**config.mk**
```make
export PLATFORM = sky130hd
export DESIGN_NAME = debug_mailbox_erase_unlock
export DESIGN_NICKNAME = d
export VERILOG_FILES = /design/src/logic/debug_mailbox_pkg.sv /design/src/logic/debug_mailbox_erase_unlock.sv
export SDC_FILE = /design/constraint.sdc
export NUM_CORES = 1
export LEC_CHECK = 0
export ABC_AREA = 1
export BUFFER_PORTS_ARGS = -buffer_cell sky130_fd_sc_hd__buf_4
export CELL_PAD_IN_SITES_DETAIL_PLACEMENT = 0
export CELL_PAD_IN_SITES_GLOBAL_PLACEMENT = 1
export CORE_MARGIN = 2
export CORE_UTILIZATION = 43
export CTS_BUF_LIST = sky130_fd_sc_hd__clkbuf_8
export DETAILED_ROUTE_END_ITERATION = 8
export GPL_TIMING_DRIVEN = 0
export PLACE_DENSITY = 0.86
export SYNTH_ARGS = -nofsm -noshare
export SYNTH_HDL_FRONTEND = slang
export SYNTH_SLANG_ARGS = --single-unit
```
**constraint.sdc**
```tcl
create_clock -name mclk -period 7.5 [get_ports mclk]
set_input_delay 0.375 -clock mclk [delete_from_list [all_inputs] [get_ports mclk]]
set_output_delay 0.375 -clock mclk [all_outputs]
set_load 0.01 [all_outputs]
```
**src/logic/debug_mailbox_pkg.sv**
```systemverilog
/*
  Constants, register map and carrier types for the debug mailbox with its
  dual-key unlock. Assumes one system clock shared by both register ports.
*/
// Contract
// RQ1: Debugger port offers a read-only identification word at 0x0FC.
// RQ2: Writing an outbound word marks that sender's outbound flag as waiting.
// RQ3: Reading an inbound word marks that reader's inbound flag as consumed.
// RQ4: Debugger word written at 0x020 is read by the CPU at 0x400.
// RQ5: CPU word written at 0x480 is read by the debugger at 0x028.
// RQ6: Both sides have flags telling whether each direction's word is unread.
// RQ7: Key write lock resets to 0; writing 1 makes the CPU key read-only.
// RQ8: Once set, the lock ignores writes and holds until reset.
// RQ9: Full wipe starts only when both keys are equal and non-zero.
// RQ10: A sender's write also marks the receiver's inbound flag as waiting.
// RQ11: A receiver's read also returns the sender's outbound flag to consumed.
// RQ12: Debugger and CPU firmware both write the same non-zero key to unlock.
// RQ13: Mailbox flags sit in bit 0, one meaning waiting; other bits zero.
package debug_mailbox_pkg;

  localparam int ADDR_W = 12;
  localparam int DATA_W = 32;

  // Debugger side, reached through the control access port.
  localparam logic [ADDR_W-1:0] DBG_UNLOCK_KEY_OFS    = 12'h01C;
  localparam logic [ADDR_W-1:0] DBG_OUTBOUND_WORD_OFS = 12'h020;
  localparam logic [ADDR_W-1:0] DBG_OUTBOUND_FLAG_OFS = 12'h024;
  localparam logic [ADDR_W-1:0] DBG_INBOUND_WORD_OFS  = 12'h028;
  localparam logic [ADDR_W-1:0] DBG_INBOUND_FLAG_OFS  = 12'h02C;
  localparam logic [ADDR_W-1:0] PORT_IDENT_OFS        = 12'h0FC;

  // CPU side, the peripheral mirror.
  localparam logic [ADDR_W-1:0] CPU_INBOUND_WORD_OFS  = 12'h400;
  localparam logic [ADDR_W-1:0] CPU_INBOUND_FLAG_OFS  = 12'h404;
  localparam logic [ADDR_W-1:0] CPU_OUTBOUND_WORD_OFS = 12'h480;
  localparam logic [ADDR_W-1:0] CPU_OUTBOUND_FLAG_OFS = 12'h484;
  localparam logic [ADDR_W-1:0] CPU_KEY_LOCK_OFS      = 12'h500;
  localparam logic [ADDR_W-1:0] CPU_UNLOCK_KEY_OFS    = 12'h504;

  localparam int LOCK_BIT = 0;
  localparam int FLAG_BIT = 0;

  localparam logic [DATA_W-1:0] WORD_RESET = 32'h00000000;
  localparam logic [DATA_W-1:0] KEY_RESET  = 32'h00000000;
  localparam logic [DATA_W-1:0] READ_ZERO  = 32'h00000000;

  // Identification word; the value is arbitrary.
  localparam logic [DATA_W-1:0] PORT_IDENT_VALUE = 32'h0A5A0001;

  typedef struct packed {
    logic              rd;
    logic              wr;
    logic [ADDR_W-1:0] addr;
    logic [DATA_W-1:0] wdata;
  } reg_req_t;

  typedef struct packed {
    logic              valid;
    logic [DATA_W-1:0] data;
  } reg_rsp_t;

endpackage : debug_mailbox_pkg

```
**src/logic/debug_mailbox_erase_unlock.sv**
```systemverilog
/*
  Mailbox between an external debugger and the on-chip CPU, with the
  dual-key unlock that requests a full wipe. Assumes the debug access
  port decodes its serial link into single-cycle requests on mclk and that
  the wipe sequencer acts on the one-cycle start pulse.
*/
`timescale 1ns/1ps
module debug_mailbox_erase_unlock (
  input  wire logic                          mclk,
  input  wire logic                          rst,
  input  wire debug_mailbox_pkg::reg_req_t   dbg_req,
  output      debug_mailbox_pkg::reg_rsp_t   dbg_rsp,
  input  wire debug_mailbox_pkg::reg_req_t   cpu_req,
  output      debug_mailbox_pkg::reg_rsp_t   cpu_rsp,
  output      logic                          full_wipe_start,
  output      logic                          key_write_lock
);
  import debug_mailbox_pkg::*;

  logic [DATA_W-1:0] dbg_unlock_key;
  logic [DATA_W-1:0] cpu_unlock_key;
  logic [DATA_W-1:0] d2c_word;
  logic [DATA_W-1:0] c2d_word;
  logic              d2c_waiting;
  logic              c2d_waiting;
  logic              match_seen;
  logic [DATA_W-1:0] next_dbg_data;
  logic [DATA_W-1:0] next_cpu_data;

  wire dbg_wr_key  = dbg_req.wr && (dbg_req.addr == DBG_UNLOCK_KEY_OFS);
  wire dbg_wr_word = dbg_req.wr && (dbg_req.addr == DBG_OUTBOUND_WORD_OFS);
  wire dbg_rd_word = dbg_req.rd && (dbg_req.addr == DBG_INBOUND_WORD_OFS);
  wire cpu_wr_word = cpu_req.wr && (cpu_req.addr == CPU_OUTBOUND_WORD_OFS);
  wire cpu_rd_word = cpu_req.rd && (cpu_req.addr == CPU_INBOUND_WORD_OFS);
  wire cpu_wr_lock = cpu_req.wr && (cpu_req.addr == CPU_KEY_LOCK_OFS);
  wire cpu_wr_key  = cpu_req.wr && (cpu_req.addr == CPU_UNLOCK_KEY_OFS);

  wire lock_request = cpu_wr_lock && cpu_req.wdata[LOCK_BIT];
  wire cpu_key_open = cpu_wr_key && !key_write_lock;
  wire keys_match   = (dbg_unlock_key == cpu_unlock_key) && (dbg_unlock_key != KEY_RESET);

  wire [DATA_W-1:0] d2c_flag_word = {{(DATA_W-1){1'b0}}, d2c_waiting};
  wire [DATA_W-1:0] c2d_flag_word = {{(DATA_W-1){1'b0}}, c2d_waiting};
  wire [DATA_W-1:0] lock_word     = {{(DATA_W-1){1'b0}}, key_write_lock};

  // Unmapped offsets read as zero.
  always_comb begin
    case (dbg_req.addr)
      DBG_UNLOCK_KEY_OFS:    next_dbg_data = dbg_unlock_key;
      DBG_OUTBOUND_WORD_OFS: next_dbg_data = d2c_word;
      DBG_OUTBOUND_FLAG_OFS: next_dbg_data = d2c_flag_word; // RQ6 RQ13
      DBG_INBOUND_WORD_OFS:  next_dbg_data = c2d_word; // RQ5
      DBG_INBOUND_FLAG_OFS:  next_dbg_data = c2d_flag_word; // RQ6 RQ13
      PORT_IDENT_OFS:        next_dbg_data = PORT_IDENT_VALUE; // RQ1
      default:               next_dbg_data = READ_ZERO;
    endcase
  end

  always_comb begin
    case (cpu_req.addr)
      CPU_INBOUND_WORD_OFS:  next_cpu_data = d2c_word; // RQ4
      CPU_INBOUND_FLAG_OFS:  next_cpu_data = d2c_flag_word; // RQ6 RQ13
      CPU_OUTBOUND_WORD_OFS: next_cpu_data = c2d_word;
      CPU_OUTBOUND_FLAG_OFS: next_cpu_data = c2d_flag_word; // RQ6 RQ13
      CPU_KEY_LOCK_OFS:      next_cpu_data = lock_word;
      CPU_UNLOCK_KEY_OFS:    next_cpu_data = cpu_unlock_key;
      default:               next_cpu_data = READ_ZERO;
    endcase
  end

  always_ff @(posedge mclk or posedge rst) begin
    if (rst) begin
      dbg_rsp <= '0;
      cpu_rsp <= '0;
    end else begin
      dbg_rsp.valid <= dbg_req.rd;
      cpu_rsp.valid <= cpu_req.rd;
      if (dbg_req.rd) begin
        dbg_rsp.data <= next_dbg_data;
      end
      if (cpu_req.rd) begin
        cpu_rsp.data <= next_cpu_data;
      end
    end
  end

  // Word storage for each direction.
  always_ff @(posedge mclk or posedge rst) begin
    if (rst) begin
      d2c_word <= WORD_RESET;
      c2d_word <= WORD_RESET;
    end else begin
      if (dbg_wr_word) begin
        d2c_word <= dbg_req.wdata; // RQ4
      end
      if (cpu_wr_word) begin
        c2d_word <= cpu_req.wdata; // RQ5
      end
    end
  end

  // One flag per direction serves both sides; a write in the same cycle as
  // the consuming read leaves the flag set, so the new word is not lost.
  always_ff @(posedge mclk or posedge rst) begin
    if (rst) begin
      d2c_waiting <= 1'b0;
      c2d_waiting <= 1'b0;
    end else begin
      if (dbg_wr_word) begin
        d2c_waiting <= 1'b1; // RQ2 RQ10
      end else if (cpu_rd_word) begin
        d2c_waiting <= 1'b0; // RQ3 RQ11
      end
      if (cpu_wr_word) begin
        c2d_waiting <= 1'b1; // RQ2 RQ10
      end else if (dbg_rd_word) begin
        c2d_waiting <= 1'b0; // RQ3 RQ11
      end
    end
  end

  always_ff @(posedge mclk or posedge rst) begin
    if (rst) begin
      key_write_lock <= 1'b0; // RQ7
    end else if (lock_request) begin
      key_write_lock <= 1'b1; // RQ7 RQ8
    end
  end

  always_ff @(posedge mclk or posedge rst) begin
    if (rst) begin
      dbg_unlock_key <= KEY_RESET;
      cpu_unlock_key <= KEY_RESET;
    end else begin
      if (dbg_wr_key) begin
        dbg_unlock_key <= dbg_req.wdata; // RQ12
      end
      if (cpu_key_open) begin
        cpu_unlock_key <= cpu_req.wdata; // RQ7 RQ12
      end
    end
  end

  // The wipe request is a single pulse when the keys first come to match.
  always_ff @(posedge mclk or posedge rst) begin
    if (rst) begin
      match_seen      <= 1'b0;
      full_wipe_start <= 1'b0;
    end else begin
      match_seen      <= keys_match;
      full_wipe_start <= keys_match && !match_seen; // RQ9
    end
  end
endmodule : debug_mailbox_erase_unlock

```
==> reports/metrics.cfg, run 1 <==
[hold_path]
min_path_cells = 3
worstHoldPathType = primary input to flop
hp-start = cpu_req[7]
worstHoldEndpoint = cpu_unlock_key[7]

[power_and_ir_drop]
peakVddDrop_mv = 0.108
p_leak_nw = 6.36
pwr_density_cell_mw_per_mm2 = 164
p_total_mw = 1.94

[layout]
syn_to_final_growth_pct = 20.9
diodes = 0
fin_cells = 1791
drive_gt1_frac = 0.178
final_util = 0.526
layout.nets = 1587

[global_routing]
grt_pass1_wl_um = 49300
gr-usage-all-layers = 0.268
antenna_found_initial = 0
grt_overflow_total = 0
grt_max_degree = 123
grt_pass1_vias = 8842

[synthesis]
synth_most_common_cell = nand2_1
synthTopCellsByArea = dfrtp_1 (51%), nand2_1 (21%), nand3_1 (7.4%)
syn_avg_cell_area_sq_um = 7.48
ys_seq_area_frac = 0.509
yosysWarningCount = 0
yosysTopAreaCellShare = 0.509
synth_fp_nets = 1403
yosysTopAreaCell = dfrtp_1
synth_cells = 1309
synthArstFlopShare = 1.00
synthFlopType = dfrtp_1
synth_edf_count = 0
synth_common_cells = nand2_1 (535), dfrtp_1 (199), nand3_1 (145)
syn-cell-area_sq_mm = 0.00979
ys_ff_latch = 199
ys_types = 27

[cts]
root_buffer = clkbuf_8
clk_pin_slew_worst_paths_ns = 0.11
clock-sinks = 199
cts_setup_buffers = 0
clock_latency_ns = 0.49
cts_tree = built
htreeDepth = 4
cts_buffer_depth = 2
cts_made_buffers = 17

[worst_setup_path]
crit_path_max_fanout = 10
rr_endpoint = full_wipe_start
cp-end-kind = flop
worst_setup_path_start_kind = primary input
rrSetupSlack_ns = 5.98
r2r_cells = 8
worstSetupStartpoint = cpu_req[45]
cpMaxStageDelayCell = clkbuf_1
crit_path_max_incr_delay_ns = 0.59
worstPathRequired_ns = 7.93
critPathArrivalTime_ns = 2.39
path_cells = dlygate4sd3_1 -> buf_4 -> clkbuf_1 -> inv_1 -> clkbuf_1 -> nand2_1 -> nand2_1
crit_type = primary input to flop
r2r_start = dbg_unlock_key[7]

[sta]
fin_ws_ns = 5.54
clock_skew_ns = 0.0177
max_freq_mhz = 510
slew_violations = 0
min_period_over_period = 0.261
setup_violations = 0
slew_headroom = 0.495
rsz0062_at_grt = false
hold_violations = 0
fin_crit_ns = 1.96
tns_ns = 0
tightest_slew_ns = 0.758

[die]
dieHeight_um = 155
rows = 55
coreArea_sq_mm = 0.0225
initial_utilization = 0.435
fp.dieW_um = 155
die-area_sq_mm = 0.0240
pin_count = 162

[place]
dpl.cell_count = 1756
dp_slack_ns = 5.37
io_buffer_count = 161
hpwl_um = 22200
gp_congestion = 0.867

[detailed_routing]
wl_per_cell_um = 17.6
wl_um = 31600
vias = 9239
vias_per_cell = 5.16
ant_nets = 0
drt-initial-drc-count = 854
dr.pass1.iters = 7
drc = 0

[flow_run]
cap_violations = 0

[status]
status = completed

[sequential cells by signal (all words and copies together), names as in the netlist, 32 cells and up]
name            cells
c2d_word           32
cpu_rsp            33
cpu_unlock_key     32
d2c_word           32
dbg_rsp            33
dbg_unlock_key     32
[cell families after synthesis]
kind of cell	share of synthesized area
XOR/XNOR	0.00268
flip-flops	0.509
AND/OR/NAND/NOR	0.329
buffers and inverters	0.0809
AO/OA/AOI/OAI	0.0787
[what timing repair did]
item,in CTS,in global routing
endpoints found under the hold margin,79,0
resized for setup,0,0
hold buffers,3,0
endpoints found under the setup margin,0,0
[cell type report]
class,count,area [sq um]
well taps,285,357
clock inverters,12,143
fillers,2247,10700
plain buffers,64,308
inverters,129,492
repair buffers,165,1270
flip-flops and latches,199,4980
multi-input cells,917,4020
clock buffers,20,275
[layer usage]
| metal | up-vias | share of wire | GRT usage |
|---|---|---|---|
| met5 | - | 0 | 0 |
| met4 | 0 | 0.023 | 0.0816 |
| met3 | 48 | 0.067 | 0.0418 |
| met2 | 352 | 0.47 | 0.434 |
| met1 | 4382 | 0.44 | 0.375 |
| li1 | 4457 | - | - |
[through the flow]
stage,cell area [sq um],hold slack [ns]
after floorplan,9790,0.386
after global placement,11400,0.431
after detailed placement,11400,0.443
after CTS,11800,0.128
after global routing,11800,0.142
final,11800,0.148
[worst max-delay path, delay by kind of cell]
kind	cells	cell delay, ns
and+or+nand+nor	2	0.22
buffers and inverters	5	1.79
[placed cells by master, fill, tap and decap left out, drive strengths merged]
cell type / synthesis / final
o21ai: 130 / 130
nand3b: 2 / 2
dfrtp: 199 / 199
inv: 128 / 133
dlygate4sd3: 0 / 3
clkinvlp: 0 / 1
nand2: 536 / 536
nand3: 149 / 149
xor2: 3 / 3
buf: 35 / 197
and2: 1 / 1
clkbuf: 29 / 49
nor3: 4 / 4
nor2: 80 / 80
bufinv: 0 / 2
clkinv: 1 / 5
nand4: 9 / 9
a21oi: 3 / 3
[report_power, final]
part	internal, mW	switching [mW]
sequential	1.08	0.00304
combinational	0.0450	0.0753
clock	0.330	0.415
[how the worst max path moves through the flow]
| stage | cells past startpoint | endpoint | slack, ns |
|---|---|---|---|
| finish | 7 | cpu_rsp[16] | 5.54 |
| floorplan | 1 | c2d_waiting | 1.70 |
| global route | 7 | dbg_rsp[19] | 5.39 |
| global placement | 2 | key_write_lock | -0.71 |
| CTS | 7 | dbg_rsp[16] | 5.57 |
| detailed placement | 9 | cpu_rsp[10] | 5.37 |
No activity file was read; power rests on OpenSTA's default activity.
==> run 2: changes to the inputs <==
--- a/config.mk
+++ b/config.mk
@@ -10,11 +10,11 @@
 export CELL_PAD_IN_SITES_DETAIL_PLACEMENT = 0
 export CELL_PAD_IN_SITES_GLOBAL_PLACEMENT = 1
 export CORE_MARGIN = 2
-export CORE_UTILIZATION = 43
+export CORE_UTILIZATION = 38
 export CTS_BUF_LIST = sky130_fd_sc_hd__clkbuf_8
 export DETAILED_ROUTE_END_ITERATION = 8
 export GPL_TIMING_DRIVEN = 0
-export PLACE_DENSITY = 0.86
+export PLACE_DENSITY = 0.81
 export SYNTH_ARGS = -nofsm -noshare
 export SYNTH_HDL_FRONTEND = slang
 export SYNTH_SLANG_ARGS = --single-unit
==> constraint.sdc (replaced) <==
create_clock -name mclk -period 1.8 [get_ports mclk]
set_input_delay 0.09 -clock mclk [delete_from_list [all_inputs] [get_ports mclk]]
set_output_delay 0.09 -clock mclk [all_outputs]
set_load 0.01 [all_outputs]
==> run 2 against run 1 <==
Against the previous run: combinational power rose to 5.3 times the previous value; clock power grew to 4.2 times the previous value; core utilization decreased by 2.6 points; clock skew barely moved; total power rose to 4.2 times the previous value; largest power group unchanged; non-clock buffer count is 71 higher.
==> reports/metrics.cfg, run 2 (synthesis gave the netlist of run 1 again) <==
[status]
status = completed

[worst_setup_path]
path_cells = dlygate4sd3_1 -> buf_4 -> clkbuf_1 -> inv_1 -> clkbuf_1 -> nand2_1 -> nand2_1
path_buf_inv = 5
worst_setup_path_start_kind = primary input
crit_path_max_incr_delay_ns = 0.58
cp-end-kind = flop
rrSetupSlack_ns = 0.17
crit_type = primary input to flop
critPathArrivalTime_ns = 2.10
crit_path_max_fanout = 10
crit_family = buffers and inverters
cpMaxStageDelayCell = clkbuf_1
worstPathRequired_ns = 2.23

[detailed_routing]
vias_per_cell = 4.93
wl_um = 32600
dr.pass1.iters = 7
ant_nets = 0
drc = 0
drt-initial-drc-count = 715
wl_per_cell_um = 17.1
vias = 9405

[flow_run]
cap_violations = 0

[die]
initial_utilization = 0.388
rows = 58
fp.dieW_um = 165
coreArea_sq_mm = 0.0253
pin_count = 162
dieHeight_um = 165
die-area_sq_mm = 0.0271

[sta]
hold_violations = 0
min_period_over_period = 0.930
rsz0062_at_grt = false
fin_ws_ns = 0.126
clock_skew_ns = 0.0174
slew_violations = 0
max_freq_mhz = 597
fin_crit_ns = 1.67
slew_headroom = 0.470
setup_violations = 0
tightest_slew_ns = 0.793
hold_ws_ns = 0.0244

[global_routing]
grt_pass1_vias = 8955
grt_max_degree = 42
grt_overflow_total = 0
antenna_found_initial = 0
grt_pass1_wl_um = 50400
gr-usage-all-layers = 0.247

[layout]
diodes = 0
most-common-layout-cells = nand2_1 (535), dfrtp_1 (199), buf_4 (162)
fill_cells = 2511
drive_gt1_frac = 0.173
layout.nets = 1658
final_common_cell = nand2_1
syn_to_final_growth_pct = 29.1
reg_top3 = cpu_rsp (33), dbg_rsp (33)
fin_area_sq_mm = 0.0126

[power_and_ir_drop]
peakVddDrop_mv = 0.388
p_leak_nw = 6.66
pwr_density_cell_mw_per_mm2 = 654

[cts]
clock-sinks = 199
htreeDepth = 4
clock_latency_ns = 0.49
root_buffer = clkbuf_8
clk_pin_slew_worst_paths_ns = 0.10
cts_made_buffers = 17
cts_buffer_depth = 2
cts_tree = built

[place]
place_area_sq_mm = 0.0115
io_buffer_count = 161
dp_slack_ns = -0.00379
hpwl_um = 23400
gp_congestion = 0.878

[hold_path]
worstHoldPathType = primary input to flop

-- run 2: layout make-up --
| cell class | count | area [sq um] | area share |
|---|---|---|---|
| multi-input cells | 917 | 4020 | 0.318 |
| clock inverters | 13 | 160 | 0.0127 |
| inverters | 129 | 488 | 0.0386 |
| clock buffers | 19 | 262 | 0.0207 |
| repair buffers | 236 | 2010 | 0.159 |
| plain buffers | 64 | 309 | 0.0245 |
| well taps | 330 | 413 | 0.0327 |
| flip-flops and latches | 199 | 4980 | 0.394 |
-- run 2: final timing paths --
kind	depth (start not counted)	to	start
worst max-delay path	7	dbg_rsp[13]	dbg_req[45]
worst min-delay path	6	key_write_lock	cpu_req[43]
worst max register to register	8	full_wipe_start	dbg_unlock_key[7]
worst min register to register	1	full_wipe_start	match_seen
max in group asynchronous	6	key_write_lock	rst
min in group asynchronous	3	dbg_rsp[15]	rst
-- run 2: worst register-to-register path, cell delays in order (launching register included) --
cell,delay [ns]
dfrtp_1,0.49
inv_1,0.06
nand2_1,0.06
nand2_1,0.05
nor2_1,0.18
nand2_1,0.08
nor2_1,0.12
nand3_1,0.10
nor3_1,0.34
-- run 2: report_power, final --
group	internal [mW]	switching [mW]	total (mW)
Clock	1.36	1.77	3.13
Combinational	0.296	0.343	0.639
Sequential	4.48	0.0127	4.50
-- run 2: per-layer routing --
| layer | part of all wire | global-route usage |
|---|---|---|
| met1 | 0.45 | 0.342 |
| met5 | 0 | 0 |
| met2 | 0.46 | 0.396 |
| met3 | 0.060 | 0.0404 |
| met4 | 0.027 | 0.0834 |
-- run 2: timing repair --
| action | CTS | global route |
|---|---|---|
| buffers inserted | 0 | 0 |
| setup endpoints to repair | 0 | 1 |
| gates resized for setup | 0 | 2 |
| hold buffers | 70 | 0 |
| hold endpoints to repair | 164 | 0 |
-- run 2: metrics by stage --
stage / std cells / total power, mW / setup TNS [ns] / util
final: 1907 / 8.26 / 0 / 0.500
after global routing: 1907 / 8.55 / 0 / 0.500
after CTS: 1907 / 8.32 / 0 / 0.500
after detailed placement: 1805 / 5.11 / -0.00379 / 0.456
after global placement: 1800 / 5.08 / -442.48 / 0.452
after floorplan: 1309 / 4.79 / -172.01 / -
